**config.mk**
```make
export PLATFORM = sky130hd
export DESIGN_NAME = fsp_seq
export DESIGN_NICKNAME = d
export VERILOG_FILES = /design/src/shared/fsp_pkg.sv /design/src/rtl/fsp_seq.sv
export SDC_FILE = /design/constraint.sdc
export NUM_CORES = 1
export LEC_CHECK = 0
export ABC_CLOCK_PERIOD_IN_PS = 1600
export BUFFER_PORTS_ARGS = -buffer_cell sky130_fd_sc_hd__buf_4
export CAP_MARGIN = 20
export CORE_MARGIN = 8
export CORE_UTILIZATION = 47
export CTS_CLUSTER_SIZE = 12
export DETAILED_ROUTE_END_ITERATION = 16
export PLACE_DENSITY = 0.74
export SKIP_LAST_GASP = 1
export SLEW_MARGIN = 20
export SYNTH_ARGS = -nofsm -noshare
export SYNTH_HDL_FRONTEND = slang
export SYNTH_SLANG_ARGS = --single-unit
```
**constraint.sdc**
```tcl
create_clock -name sys_clk -period 1.6 [get_ports sys_clk]
set_clock_uncertainty 0.05 [all_clocks]
set_input_delay 0.08 -clock sys_clk [delete_from_list [all_inputs] [get_ports sys_clk]]
set_output_delay 0.08 -clock sys_clk [all_outputs]
set_load 0.005 [all_outputs]
```
**src/shared/fsp_pkg.sv**
```systemverilog
// Package: constants and carriers for the flash self-program sequencer
package fsp_pkg;
  localparam int unsigned CLK_MHZ         = 250;
  // Calibrated oscillator, kept as a separate tick input
  localparam int unsigned PROG_MIN_US     = 3700;
  localparam int unsigned PROG_MAX_US     = 4500;
  localparam int unsigned OSC_KHZ         = 128;
  localparam int unsigned PROG_TICKS      = (PROG_MIN_US * OSC_KHZ + 999) / 1000;
  localparam logic [15:0] PROG_TICKS_W    = 16'(PROG_TICKS);
  localparam logic [2:0]  STORE_WIN       = 3'h4;
  localparam logic [2:0]  LOAD_WIN        = 3'h3;
  localparam int unsigned WORD_BITS       = 5;
  localparam logic [4:0]  CMD_BUF_LOAD    = 5'h01;
  localparam logic [4:0]  CMD_PAGE_ERASE  = 5'h03;
  localparam logic [4:0]  CMD_PAGE_WRITE  = 5'h05;
  localparam logic [4:0]  CMD_FUSE_READ   = 5'h09;
  localparam logic [4:0]  CMD_SECT_REEN   = 5'h11;
  localparam logic [15:0] Z_FUSE_LOW      = 16'h0000;
  localparam logic [15:0] Z_LOCK          = 16'h0001;
  localparam logic [15:0] Z_FUSE_EXT      = 16'h0002;
  localparam logic [15:0] Z_FUSE_HIGH     = 16'h0003;
  localparam logic [7:0]  BYTE_ZERO       = 8'h00;
  localparam logic [7:0]  BYTE_ONES       = 8'hFF;

  typedef enum logic [2:0] {
    FSP_IDLE, FSP_ARM_STORE, FSP_ARM_READ, FSP_BUSY_ERASE, FSP_BUSY_WRITE
  } fsp_state_t;

  typedef struct packed {
    logic [10:0] page;
    logic [4:0]  word;
  } fsp_addr_t;

  typedef struct packed {
    fsp_state_t  st;
    logic [2:0]  win;
    logic [15:0] ticks;
    fsp_addr_t   addr;
    logic        self_prog_enable;
    logic        lock_fuse_read_select;
    logic        page_erase_cmd;
    logic        page_write_cmd;
    logic        cpu_stall;
    logic        erase_pulse;
    logic        write_pulse;
    logic        buf_load_pulse;
    logic        buf_clear_pulse;
    logic [7:0]  rd_data;
    logic        rd_valid;
    logic        rd_flash;
    logic [15:0] rd_addr;
  } fsp_regs_t;
endpackage

```
**src/rtl/fsp_seq.sv**
```systemverilog
// Flash self-program sequencer: addressing, fuse readback, timed erase/write
`timescale 1ns/1ps
// Summary of operation
// - Store-program address comes from 16-bit Z pointer (high and low bytes).
// - Low word-address bits select word in page, high bits select page.
// - Load-program uses Z as byte address; bit 0 picks low or high byte.
// - Pending EEPROM write blocks all flash programming commands.
// - Pending EEPROM write also suppresses fuse and lock readback.
// - Armed readback with Z 0x0001 and load within three cycles returns lock.
// - Enable bits clear on readback, three idle load or four idle store cycles.
// - With both bits clear load-program reads ordinary flash bytes.
// - Armed readback with Z 0x0000 returns low fuse byte.
// - Armed readback with Z 0x0003 returns high fuse byte.
// - Armed readback with Z 0x0002 returns extended fuse byte.
// - Programmed fuse or lock bits read zero, unprogrammed read one.
// - Reset during erase or write lets the operation finish.
// - Erase or write lasts 3.7 to 4.5 ms on oscillator time.
// - Section-busy flag always reads zero on this variant.
// - Patterns 03 erase, 01 buffer load, 05 write; store within four cycles.
// - Page buffer clears after page write, read-enable write and a reset outside erase or write.
// - CPU is stalled for the whole page erase or page write.
module fsp_seq (
  input  wire logic        sys_clk,
  input  wire logic        rst,
  input  wire logic        osc_tick,
  input  wire logic        ctrl_wr,
  input  wire logic [4:0]  ctrl_wdata,
  input  wire logic        store_prog,
  input  wire logic        load_prog,
  input  wire logic [7:0]  z_high,
  input  wire logic [7:0]  z_low,
  input  wire logic        eeprom_prog_enable,
  input  wire logic [7:0]  fuse_low_byte,
  input  wire logic [7:0]  fuse_high_byte,
  input  wire logic [7:0]  fuse_extended_byte,
  input  wire logic [7:0]  lock_byte,
  input  wire logic [7:0]  flash_rd_byte,
  output logic             self_prog_enable,
  output logic             lock_fuse_read_select,
  output logic             page_erase_cmd,
  output logic             page_write_cmd,
  output logic             section_busy_flag,
  output logic             cpu_stall,
  output logic             erase_pulse,
  output logic             write_pulse,
  output logic             buf_load_pulse,
  output logic             buf_clear_pulse,
  output logic [10:0]      page_number_field,
  output logic [4:0]       word_in_page_field,
  output logic [7:0]       rd_data,
  output logic             rd_valid,
  output logic             rd_flash,
  output logic [15:0]      rd_addr
);
  fsp_pkg::fsp_regs_t r_q, r_d;
  logic [15:0]        z_ptr;
  logic               busy;

  assign z_ptr = {z_high, z_low};
  assign busy  = (r_q.st == fsp_pkg::FSP_BUSY_ERASE) || (r_q.st == fsp_pkg::FSP_BUSY_WRITE);

  always_comb begin
    r_d                 = r_q;
    r_d.erase_pulse     = 1'b0;
    r_d.write_pulse     = 1'b0;
    r_d.buf_load_pulse  = 1'b0;
    r_d.buf_clear_pulse = 1'b0;
    r_d.rd_valid        = 1'b0;
    r_d.rd_flash        = 1'b0;
    case (r_q.st)
      fsp_pkg::FSP_IDLE: begin
        if (ctrl_wr && !eeprom_prog_enable) begin
          case (ctrl_wdata)
            fsp_pkg::CMD_BUF_LOAD, fsp_pkg::CMD_PAGE_ERASE, fsp_pkg::CMD_PAGE_WRITE: begin
              r_d.st               = fsp_pkg::FSP_ARM_STORE;
              r_d.win              = fsp_pkg::STORE_WIN;
              r_d.self_prog_enable = 1'b1;
              r_d.page_erase_cmd   = (ctrl_wdata == fsp_pkg::CMD_PAGE_ERASE);
              r_d.page_write_cmd   = (ctrl_wdata == fsp_pkg::CMD_PAGE_WRITE);
            end
            fsp_pkg::CMD_FUSE_READ: begin
              r_d.st                    = fsp_pkg::FSP_ARM_READ;
              r_d.win                   = fsp_pkg::LOAD_WIN;
              r_d.self_prog_enable      = 1'b1;
              r_d.lock_fuse_read_select = 1'b1;
            end
            fsp_pkg::CMD_SECT_REEN: r_d.buf_clear_pulse = 1'b1;
            default: ;
          endcase
        end
        // plain flash byte read, byte addressing
        if (load_prog) begin
          r_d.rd_flash = 1'b1;
          r_d.rd_addr  = z_ptr;
        end
      end
      fsp_pkg::FSP_ARM_STORE: begin
        r_d.win = r_q.win - 3'h1;
        if (store_prog && !eeprom_prog_enable) begin
          r_d.addr = fsp_pkg::fsp_addr_t'({1'b0, z_ptr[15:1]});
          if (r_q.page_erase_cmd || r_q.page_write_cmd) begin
            r_d.st          = r_q.page_erase_cmd ? fsp_pkg::FSP_BUSY_ERASE
                                                 : fsp_pkg::FSP_BUSY_WRITE;
            r_d.ticks       = fsp_pkg::PROG_TICKS_W;
            r_d.erase_pulse = r_q.page_erase_cmd;
            r_d.write_pulse = r_q.page_write_cmd;
            r_d.cpu_stall   = 1'b1;
          end else begin
            r_d.buf_load_pulse   = 1'b1;
            r_d.st               = fsp_pkg::FSP_IDLE;
            r_d.self_prog_enable = 1'b0;
          end
        end else if (r_q.win == 3'h1) begin
          r_d.st               = fsp_pkg::FSP_IDLE;
          r_d.self_prog_enable = 1'b0;
          r_d.page_erase_cmd   = 1'b0;
          r_d.page_write_cmd   = 1'b0;
        end
      end
      fsp_pkg::FSP_ARM_READ: begin
        r_d.win = r_q.win - 3'h1;
        if (load_prog && !eeprom_prog_enable) begin
          r_d.rd_valid = 1'b1;
          r_d.rd_addr  = z_ptr;
          // raw bytes, programmed bits already zero
          case (z_ptr)
            fsp_pkg::Z_FUSE_LOW:  r_d.rd_data = fuse_low_byte;
            fsp_pkg::Z_LOCK:      r_d.rd_data = lock_byte;
            fsp_pkg::Z_FUSE_EXT:  r_d.rd_data = fuse_extended_byte;
            fsp_pkg::Z_FUSE_HIGH: r_d.rd_data = fuse_high_byte;
            default:              r_d.rd_data = fsp_pkg::BYTE_ONES;
          endcase
        end
        if ((load_prog && !eeprom_prog_enable) || r_q.win == 3'h1) begin
          r_d.st                    = fsp_pkg::FSP_IDLE;
          r_d.self_prog_enable      = 1'b0;
          r_d.lock_fuse_read_select = 1'b0;
        end
      end
      fsp_pkg::FSP_BUSY_ERASE, fsp_pkg::FSP_BUSY_WRITE: begin
        if (osc_tick) begin
          r_d.ticks = r_q.ticks - 16'h0001;
        end
        if (osc_tick && r_q.ticks == 16'h0001) begin
          r_d.st               = fsp_pkg::FSP_IDLE;
          r_d.self_prog_enable = 1'b0;
          r_d.page_erase_cmd   = 1'b0;
          r_d.page_write_cmd   = 1'b0;
          r_d.cpu_stall        = 1'b0;
          r_d.buf_clear_pulse  = (r_q.st == fsp_pkg::FSP_BUSY_WRITE);
        end
      end
      default: r_d.st = fsp_pkg::FSP_IDLE;
    endcase
  end

  always_ff @(posedge sys_clk) begin
    if (rst) begin
      // a running erase or write survives reset
      if (!busy) begin
        r_q                 <= '0;
        r_q.st              <= fsp_pkg::FSP_IDLE;
        r_q.buf_clear_pulse <= 1'b1;
      end else begin
        r_q <= r_d;
      end
    end else begin
      r_q <= r_d;
    end
  end

  assign self_prog_enable      = r_q.self_prog_enable;
  assign lock_fuse_read_select = r_q.lock_fuse_read_select;
  assign page_erase_cmd        = r_q.page_erase_cmd;
  assign page_write_cmd        = r_q.page_write_cmd;
  assign section_busy_flag     = 1'b0;
  assign cpu_stall             = r_q.cpu_stall;
  assign erase_pulse           = r_q.erase_pulse;
  assign write_pulse           = r_q.write_pulse;
  assign buf_load_pulse        = r_q.buf_load_pulse;
  assign buf_clear_pulse       = r_q.buf_clear_pulse;
  assign page_number_field     = r_q.addr.page;
  assign word_in_page_field    = r_q.addr.word;
  assign rd_data               = r_q.rd_data;
  assign rd_valid              = r_q.rd_valid;
  assign rd_flash              = r_q.rd_flash;
  assign rd_addr               = r_q.rd_addr;
endmodule // fsp_seq

```
Yosys cells after proc, flatten, opt, wreduce, memory -nomap -nowiden --
Index checks and enable logic that the tools add are counted.
Cells by class: $add $sub $neg 2, eq/ne operators 14, mux-type cells 48, reductions and logical operators 14
Operators by type and width (number):
- 2-to-1 mux 73 bit | 2
- 2-to-1 mux 16 bit | 4
- one-hot mux 16 bit (2 select lines) | 2
- equality test 16 x 1 -> 1 bit, second input constant | 2
- equality test 16 x 2 -> 1 bit, second input constant | 2
- 2-to-1 mux 32 bit | 1
- one-hot mux 8 bit (4 select lines) | 1
- 2-to-1 mux 3 bit | 9
- 2-to-1 mux 9 bit | 2
- 2-to-1 mux 17 bit | 1
- logical NOT 16 bit | 1
- subtractor 16 x 1 -> 16 bit, second input constant | 1
- one-hot mux 3 bit (4 select lines) | 1
- one-hot mux 6 bit (2 select lines) | 1
- 2-to-1 mux 1 bit | 11
- 2-to-1 mux 2 bit | 4
- 2-to-1 mux 4 bit | 2
- equality test 3 x 1 -> 1 bit, second input constant | 2
- equality test 3 x 2 -> 1 bit, second input constant | 2
- 2-to-1 mux 6 bit | 1
- one-hot mux 1 bit (2 select lines) | 3
- one-hot mux 2 bit (3 select lines) | 1
- one-hot mux 3 bit (2 select lines) | 1
- equality test 5 x 1 -> 1 bit, second input constant | 1
- 14 further kinds | 20
Word-level totals: register bits 73, input port bits 68, output and inout bits 52, word-level logic and storage cells 96

Logic depth before layout (Yosys ltp) --
depth in word-level cells 7, mapped depth 7, mapped depth without buffers 6

Least setup slack after synthesis --
Ideal clock, no wire load.
kind reg-to-reg, from register r_q[70] (netlist name), to register r_q[54] (netlist name), setup time 0.131 ns, arrival 1.427 ns, data required time 1.419 ns, slack -0.008 ns, stages on the path, launching flop included 7, buffers on the path 2, clock period less this slack 1.608 ns, cells stage by stage dfxtp_1 > buf_2 > or3b_1 > buf_6 > a2111oi_4 > xnor2_1 > a21oi_2
Between the ends: word-level cells in the longest chain between the ends 5, elaborated cells between the ends (all ways) 8, those cells by class eq/ne (3); mux (3); reduce/logical (2)
RTL lines:
- start: declaration | RTL line fsp_seq.sv:55 | fsp_pkg::fsp_regs_t r_q, r_d;
- start signal: assignment | RTL line fsp_seq.sv:165 | r_q <= r_d;
- start signal: assignment | RTL line fsp_seq.sv:168 | r_q <= r_d;
- equality test 3 x 2 -> 1 bit / equality test 3 bit (equally long branches) | RTL line fsp_seq.sv:60, fsp_seq.sv:70
- OR reduction 2 bit | RTL line fsp_seq.sv:70 | case (r_q.st)
- one-hot mux 16 bit (2 select lines) | RTL line fsp_seq.sv:70
- 2-to-1 mux 73 bit | RTL line fsp_seq.sv:160 | if (!busy) begin
- 2-to-1 mux 73 bit (*) | RTL line fsp_seq.sv:158 | if (rst) begin
Mark *: on every way between the ends. The rest lies on a longest branch, timed or not.

Worst setup path after layout --
from register r_q[72] (netlist name), to register r_q (netlist bit write_pulse)
Between the ends: word-level cells in the longest chain between the ends 4, elaborated cells between the ends (all ways) 7, those cells by class eq/ne (3); mux (3); reduce/logical (1)
RTL lines (RTL line):
- equality test 3 x 1 -> 1 bit (tied with other cells) | fsp_seq.sv:70
- 2-to-1 mux 3 bit / logical OR 1 bit (equally long branches) | fsp_seq.sv:70, fsp_seq.sv:60
- 2-to-1 mux 73 bit | fsp_seq.sv:160
- 2-to-1 mux 73 bit (*) | fsp_seq.sv:158
Marked as above.

==> flow_metrics.tcl <==
set metrics [dict create \
    status "complete, but fails checks" \
    violations "setup timing" \
    ys_seq_elements 73 \
    crit_type "reg2reg" \
    cts_tree "done" \
    p_leak_nw 2.53 \
    min_path_type "in2reg" \
    synthSimpleGateAreaFrac_pct 26.8 \
    rsz0062_at_grt "yes" \
    antenna_found_initial 0 \
    rows 33 \
    clock_latency_ns 0.35 \
    drt-pass1-iter-count 5 \
    area_growth_pct 47.2 \
    synth.distinct_cells 63 \
    async_flop_share_pct 0 \
    worstPathRequired_ns 1.86 \
    grt_pass1_vias 4030 \
    routed_wl_um 13000 \
    tightest_slew_ns 0.604 \
    powerDensity_mw_per_mm2 693 \
    drv_cap 0 \
    cts_sinks 73 \
    synth-xor-area-share_pct 0.446 \
    cp.buffers_inverters 4 \
    track_usage_pct 20.8 \
    cts-root-buf "clkbuf_8" \
    core_area_mm2 0.00818 \
    fin_util_pct 70.8 \
    overflow 0 \
    vias 4304 \
    synthAdderAreaFrac_pct 1.53 \
    finalHoldViolations 0 \
    cpMostUsedCell "buf_6" \
    synth-edff-count 0 \
    relSlewSlack_pct 59.6 \
    synth_fp_nets 561 \
    drt_iter0_drc 328 \
    period_share_pct 102 \
    end_kind "register" \
    synth_top_family_by_area "simple AND/OR/NAND/NOR gates" \
    wire_per_inst_um 17.3 \
    fp.dieW_um 107 \
    cp.arrival_ns 1.89 \
    place_ws_ns -0.138 \
    htreeDepth 3 \
    grt_max_degree 33 \
    ys_top_cells_by_area "dfxtp_1 (37%), buf_4 (8.2%), nand2_1 (6.4%), a21oi_1 (5.6%), nand4_1 (3.8%)" \
    finalPower_mw 4.01 \
    hp-start "fuse_extended_byte[1]" \
    drive_gt1_share_pct 38.9 \
    rrSetupSlack_ns -0.04 \
    initial_utilization_pct 48.1 \
    startpoint_type "register" \
    hold_end "rd_data[1]" \
    grt_pass1_wl_um 19400 \
    ant_nets 0 \
    synthesis.area_mm2 0.00393 \
    rr_worst_depth 7 \
    ir_worst_vdd_mv 0.402 \
    fin_tns_setup_ns -0.108 \
    portBuffers 110 \
    hold_depth 3 \
    max_freq_ghz 0.612 \
    clkSlewWorstSetupHoldPaths_ns 0.09 \
    synth_mux_area_share_pct 2.04 \
    nets 712 \
    fin_crit_ns 1.64 \
    cpMaxStageDelayCell "dfxtp_2" \
    critical-path-top-delay-family "buffers and inverters" \
    synth_top_area_cell "dfxtp_1" \
    ys.flop_type "dfxtp_1" \
    syn-instance-count 489 \
    worst_slack_ns -0.0353 \
    yosysWarnings 0 \
    dieHeight_um 107 \
    path_cells "buf_6 > nand3b_1 > buf_4 > nand3_4 > clkbuf_16 > buf_6 > and3_4" \
    gp_congestion 0.865 \
    drc 0 \
    vias_per_cell 5.74 \
    diodes 0 \
    yosysSeqAreaShare_pct 37.2 \
    r2r_start "r_q[72]" \
    crit_path_max_incr_delay_ns 0.35 \
    io_pins 120 \
    cts_buffers 9 \
    place_hpwl_um 8680 \
    drv_slew 0 \
    critPathMaxFanout 6 \
    clockBufferDepth 2 \
    dieArea_mm2 0.0115 \
    synth_compound_area_share_pct 19.5 \
    setup_viol 5 \
    synth_top_area_share_pct 37.2 \
    avgSynthCellArea_um2 8.04 \
    reg2reg_to "write_pulse" \
]
-- layer usage --
layer  vias to the layer above  GRT usage [%]  wire, µm  part of all wire (%)
met4                         0           9.61       316                   2.4
li1                       2027              -         -                     -
met3                        28           4.67       875                   6.7
met1                      2057           23.7      5260                    40
met2                       192           36.2      6540                    50
met5                         -              0         0                     0
-- kinds of logic (layout without fill, tap and decap cells) --
kind of cell / Yosys count / after routing
muxes: 8 / 8
AOI/OAI and AO/OA: 119 / 119
and+or+nand+nor: 198 / 198
xor gates and xnor gates: 2 / 2
buffers and inverters: 83 / 239
DFF: 73 / 73
other: 1 / 1
adders and majority gates: 5 / 5
-- cells in the mapped netlist, drive strengths merged (6+ instances only) --
master	count
dfxtp	73
nand2	68
buf	55
a21oi	45
nor2	27
nand4	24
o21ai	21
a31oi	18
nand3	17
clkbuf	15
inv	13
nor3	10
mux2i	8
and3	6
nor4	6
-- tightest hold or removal path, delay by kind of cell --
| family | cells | cell delay [ns] |
|---|---|---|
| AOI/OAI and AO/OA | 2 | 0.23 |
| buffers and inverters | 1 | 0.08 |
-- flip-flops by register name, indices dropped and copies added (netlist names) --
name and flops:
page_erase_cmd 1, page_write_cmd 1, rd_valid 1, page_number_field 11, write_pulse 1, cpu_stall 1, buf_load_pulse 1, word_in_page_field 5
rd_addr 16, rd_data 8, buf_clear_pulse 1, lock_fuse_read_select 1, erase_pulse 1, self_prog_enable 1, rd_flash 1, r_q 22
-- placed cells by master (no fill, tap or decap), types with 4 or more instances in the layout --
master         count
buf_12             4
dfxtp_2            4
nand2b_1           5
clkbuf_8           9
nor2_4             5
a21oi_1           43
buf_4            168
dlygate4sd3_1     30
buf_6              6
o21ai_0           11
nor2b_1            4
dfxtp_1           67
nand2_1           64
a211o_1            4
o21ai_2           10
ha_1               4
a31oi_1           17
inv_1             13
nand4_1           24
mux2i_1            8
and3_1             4
nor3_1             8
nor4_1             4
nor2_1            21
nand3b_1           5
nand3_1           15
-- area by class of cell --
type / instances / area, µm²
well taps: 105 / 131
repair buffers: 210 / 1750
multi-input cells: 333 / 2170
fillers: 595 / 2390
flip-flops and latches: 73 / 1470
clock buffers: 9 / 124
clock inverters: 7 / 86.3
inverters: 13 / 48.8
-- through the flow --
stage,hold WS (ns),std cells,area [µm²]
final,0.0333,750,5790
after global routing,0.0142,750,5790
after CTS,0.00652,745,5550
after detailed placement,0.301,691,4930
after global placement,0.299,691,4930
after floorplan,0.166,489,3930
-- worst max path at each step --
stage / from / to / slack (ns) / cells after the start
2_1_floorplan: r_q[70] / r_q[54] / -0.007 / 6
3_3_place_gp: r_q[72] / r_q[63] / -0.03 / 5
3_5_place_dp: r_q[72] / r_q[58] / -0.14 / 5
4_1_cts: r_q[55] / r_q[58] / -0.02 / 6
5_1_grt: r_q[72] / write_pulse / -0.08 / 7
6_report: r_q[72] / write_pulse / -0.04 / 7
-- power by group --
part	total (mW)	internal, mW	switching (mW)
Combinational	0.605	0.328	0.277
Clock	1.54	0.755	0.783
Sequential	1.87	1.85	0.0225
Total	4.01	2.93	1.08
-- timing repair --
action / 4_1_cts / 5_1_grt
buffers inserted: 8 / 4
gates resized for setup: 15 / 56
pin swaps: 5 / 13
endpoints found under the setup margin: 42 / 64
gates cloned: 0 / 1
hold buffers: 30 / 0
endpoints found under the hold margin: 37 / 0
Note: power is estimated with default switching activity, not from simulation.
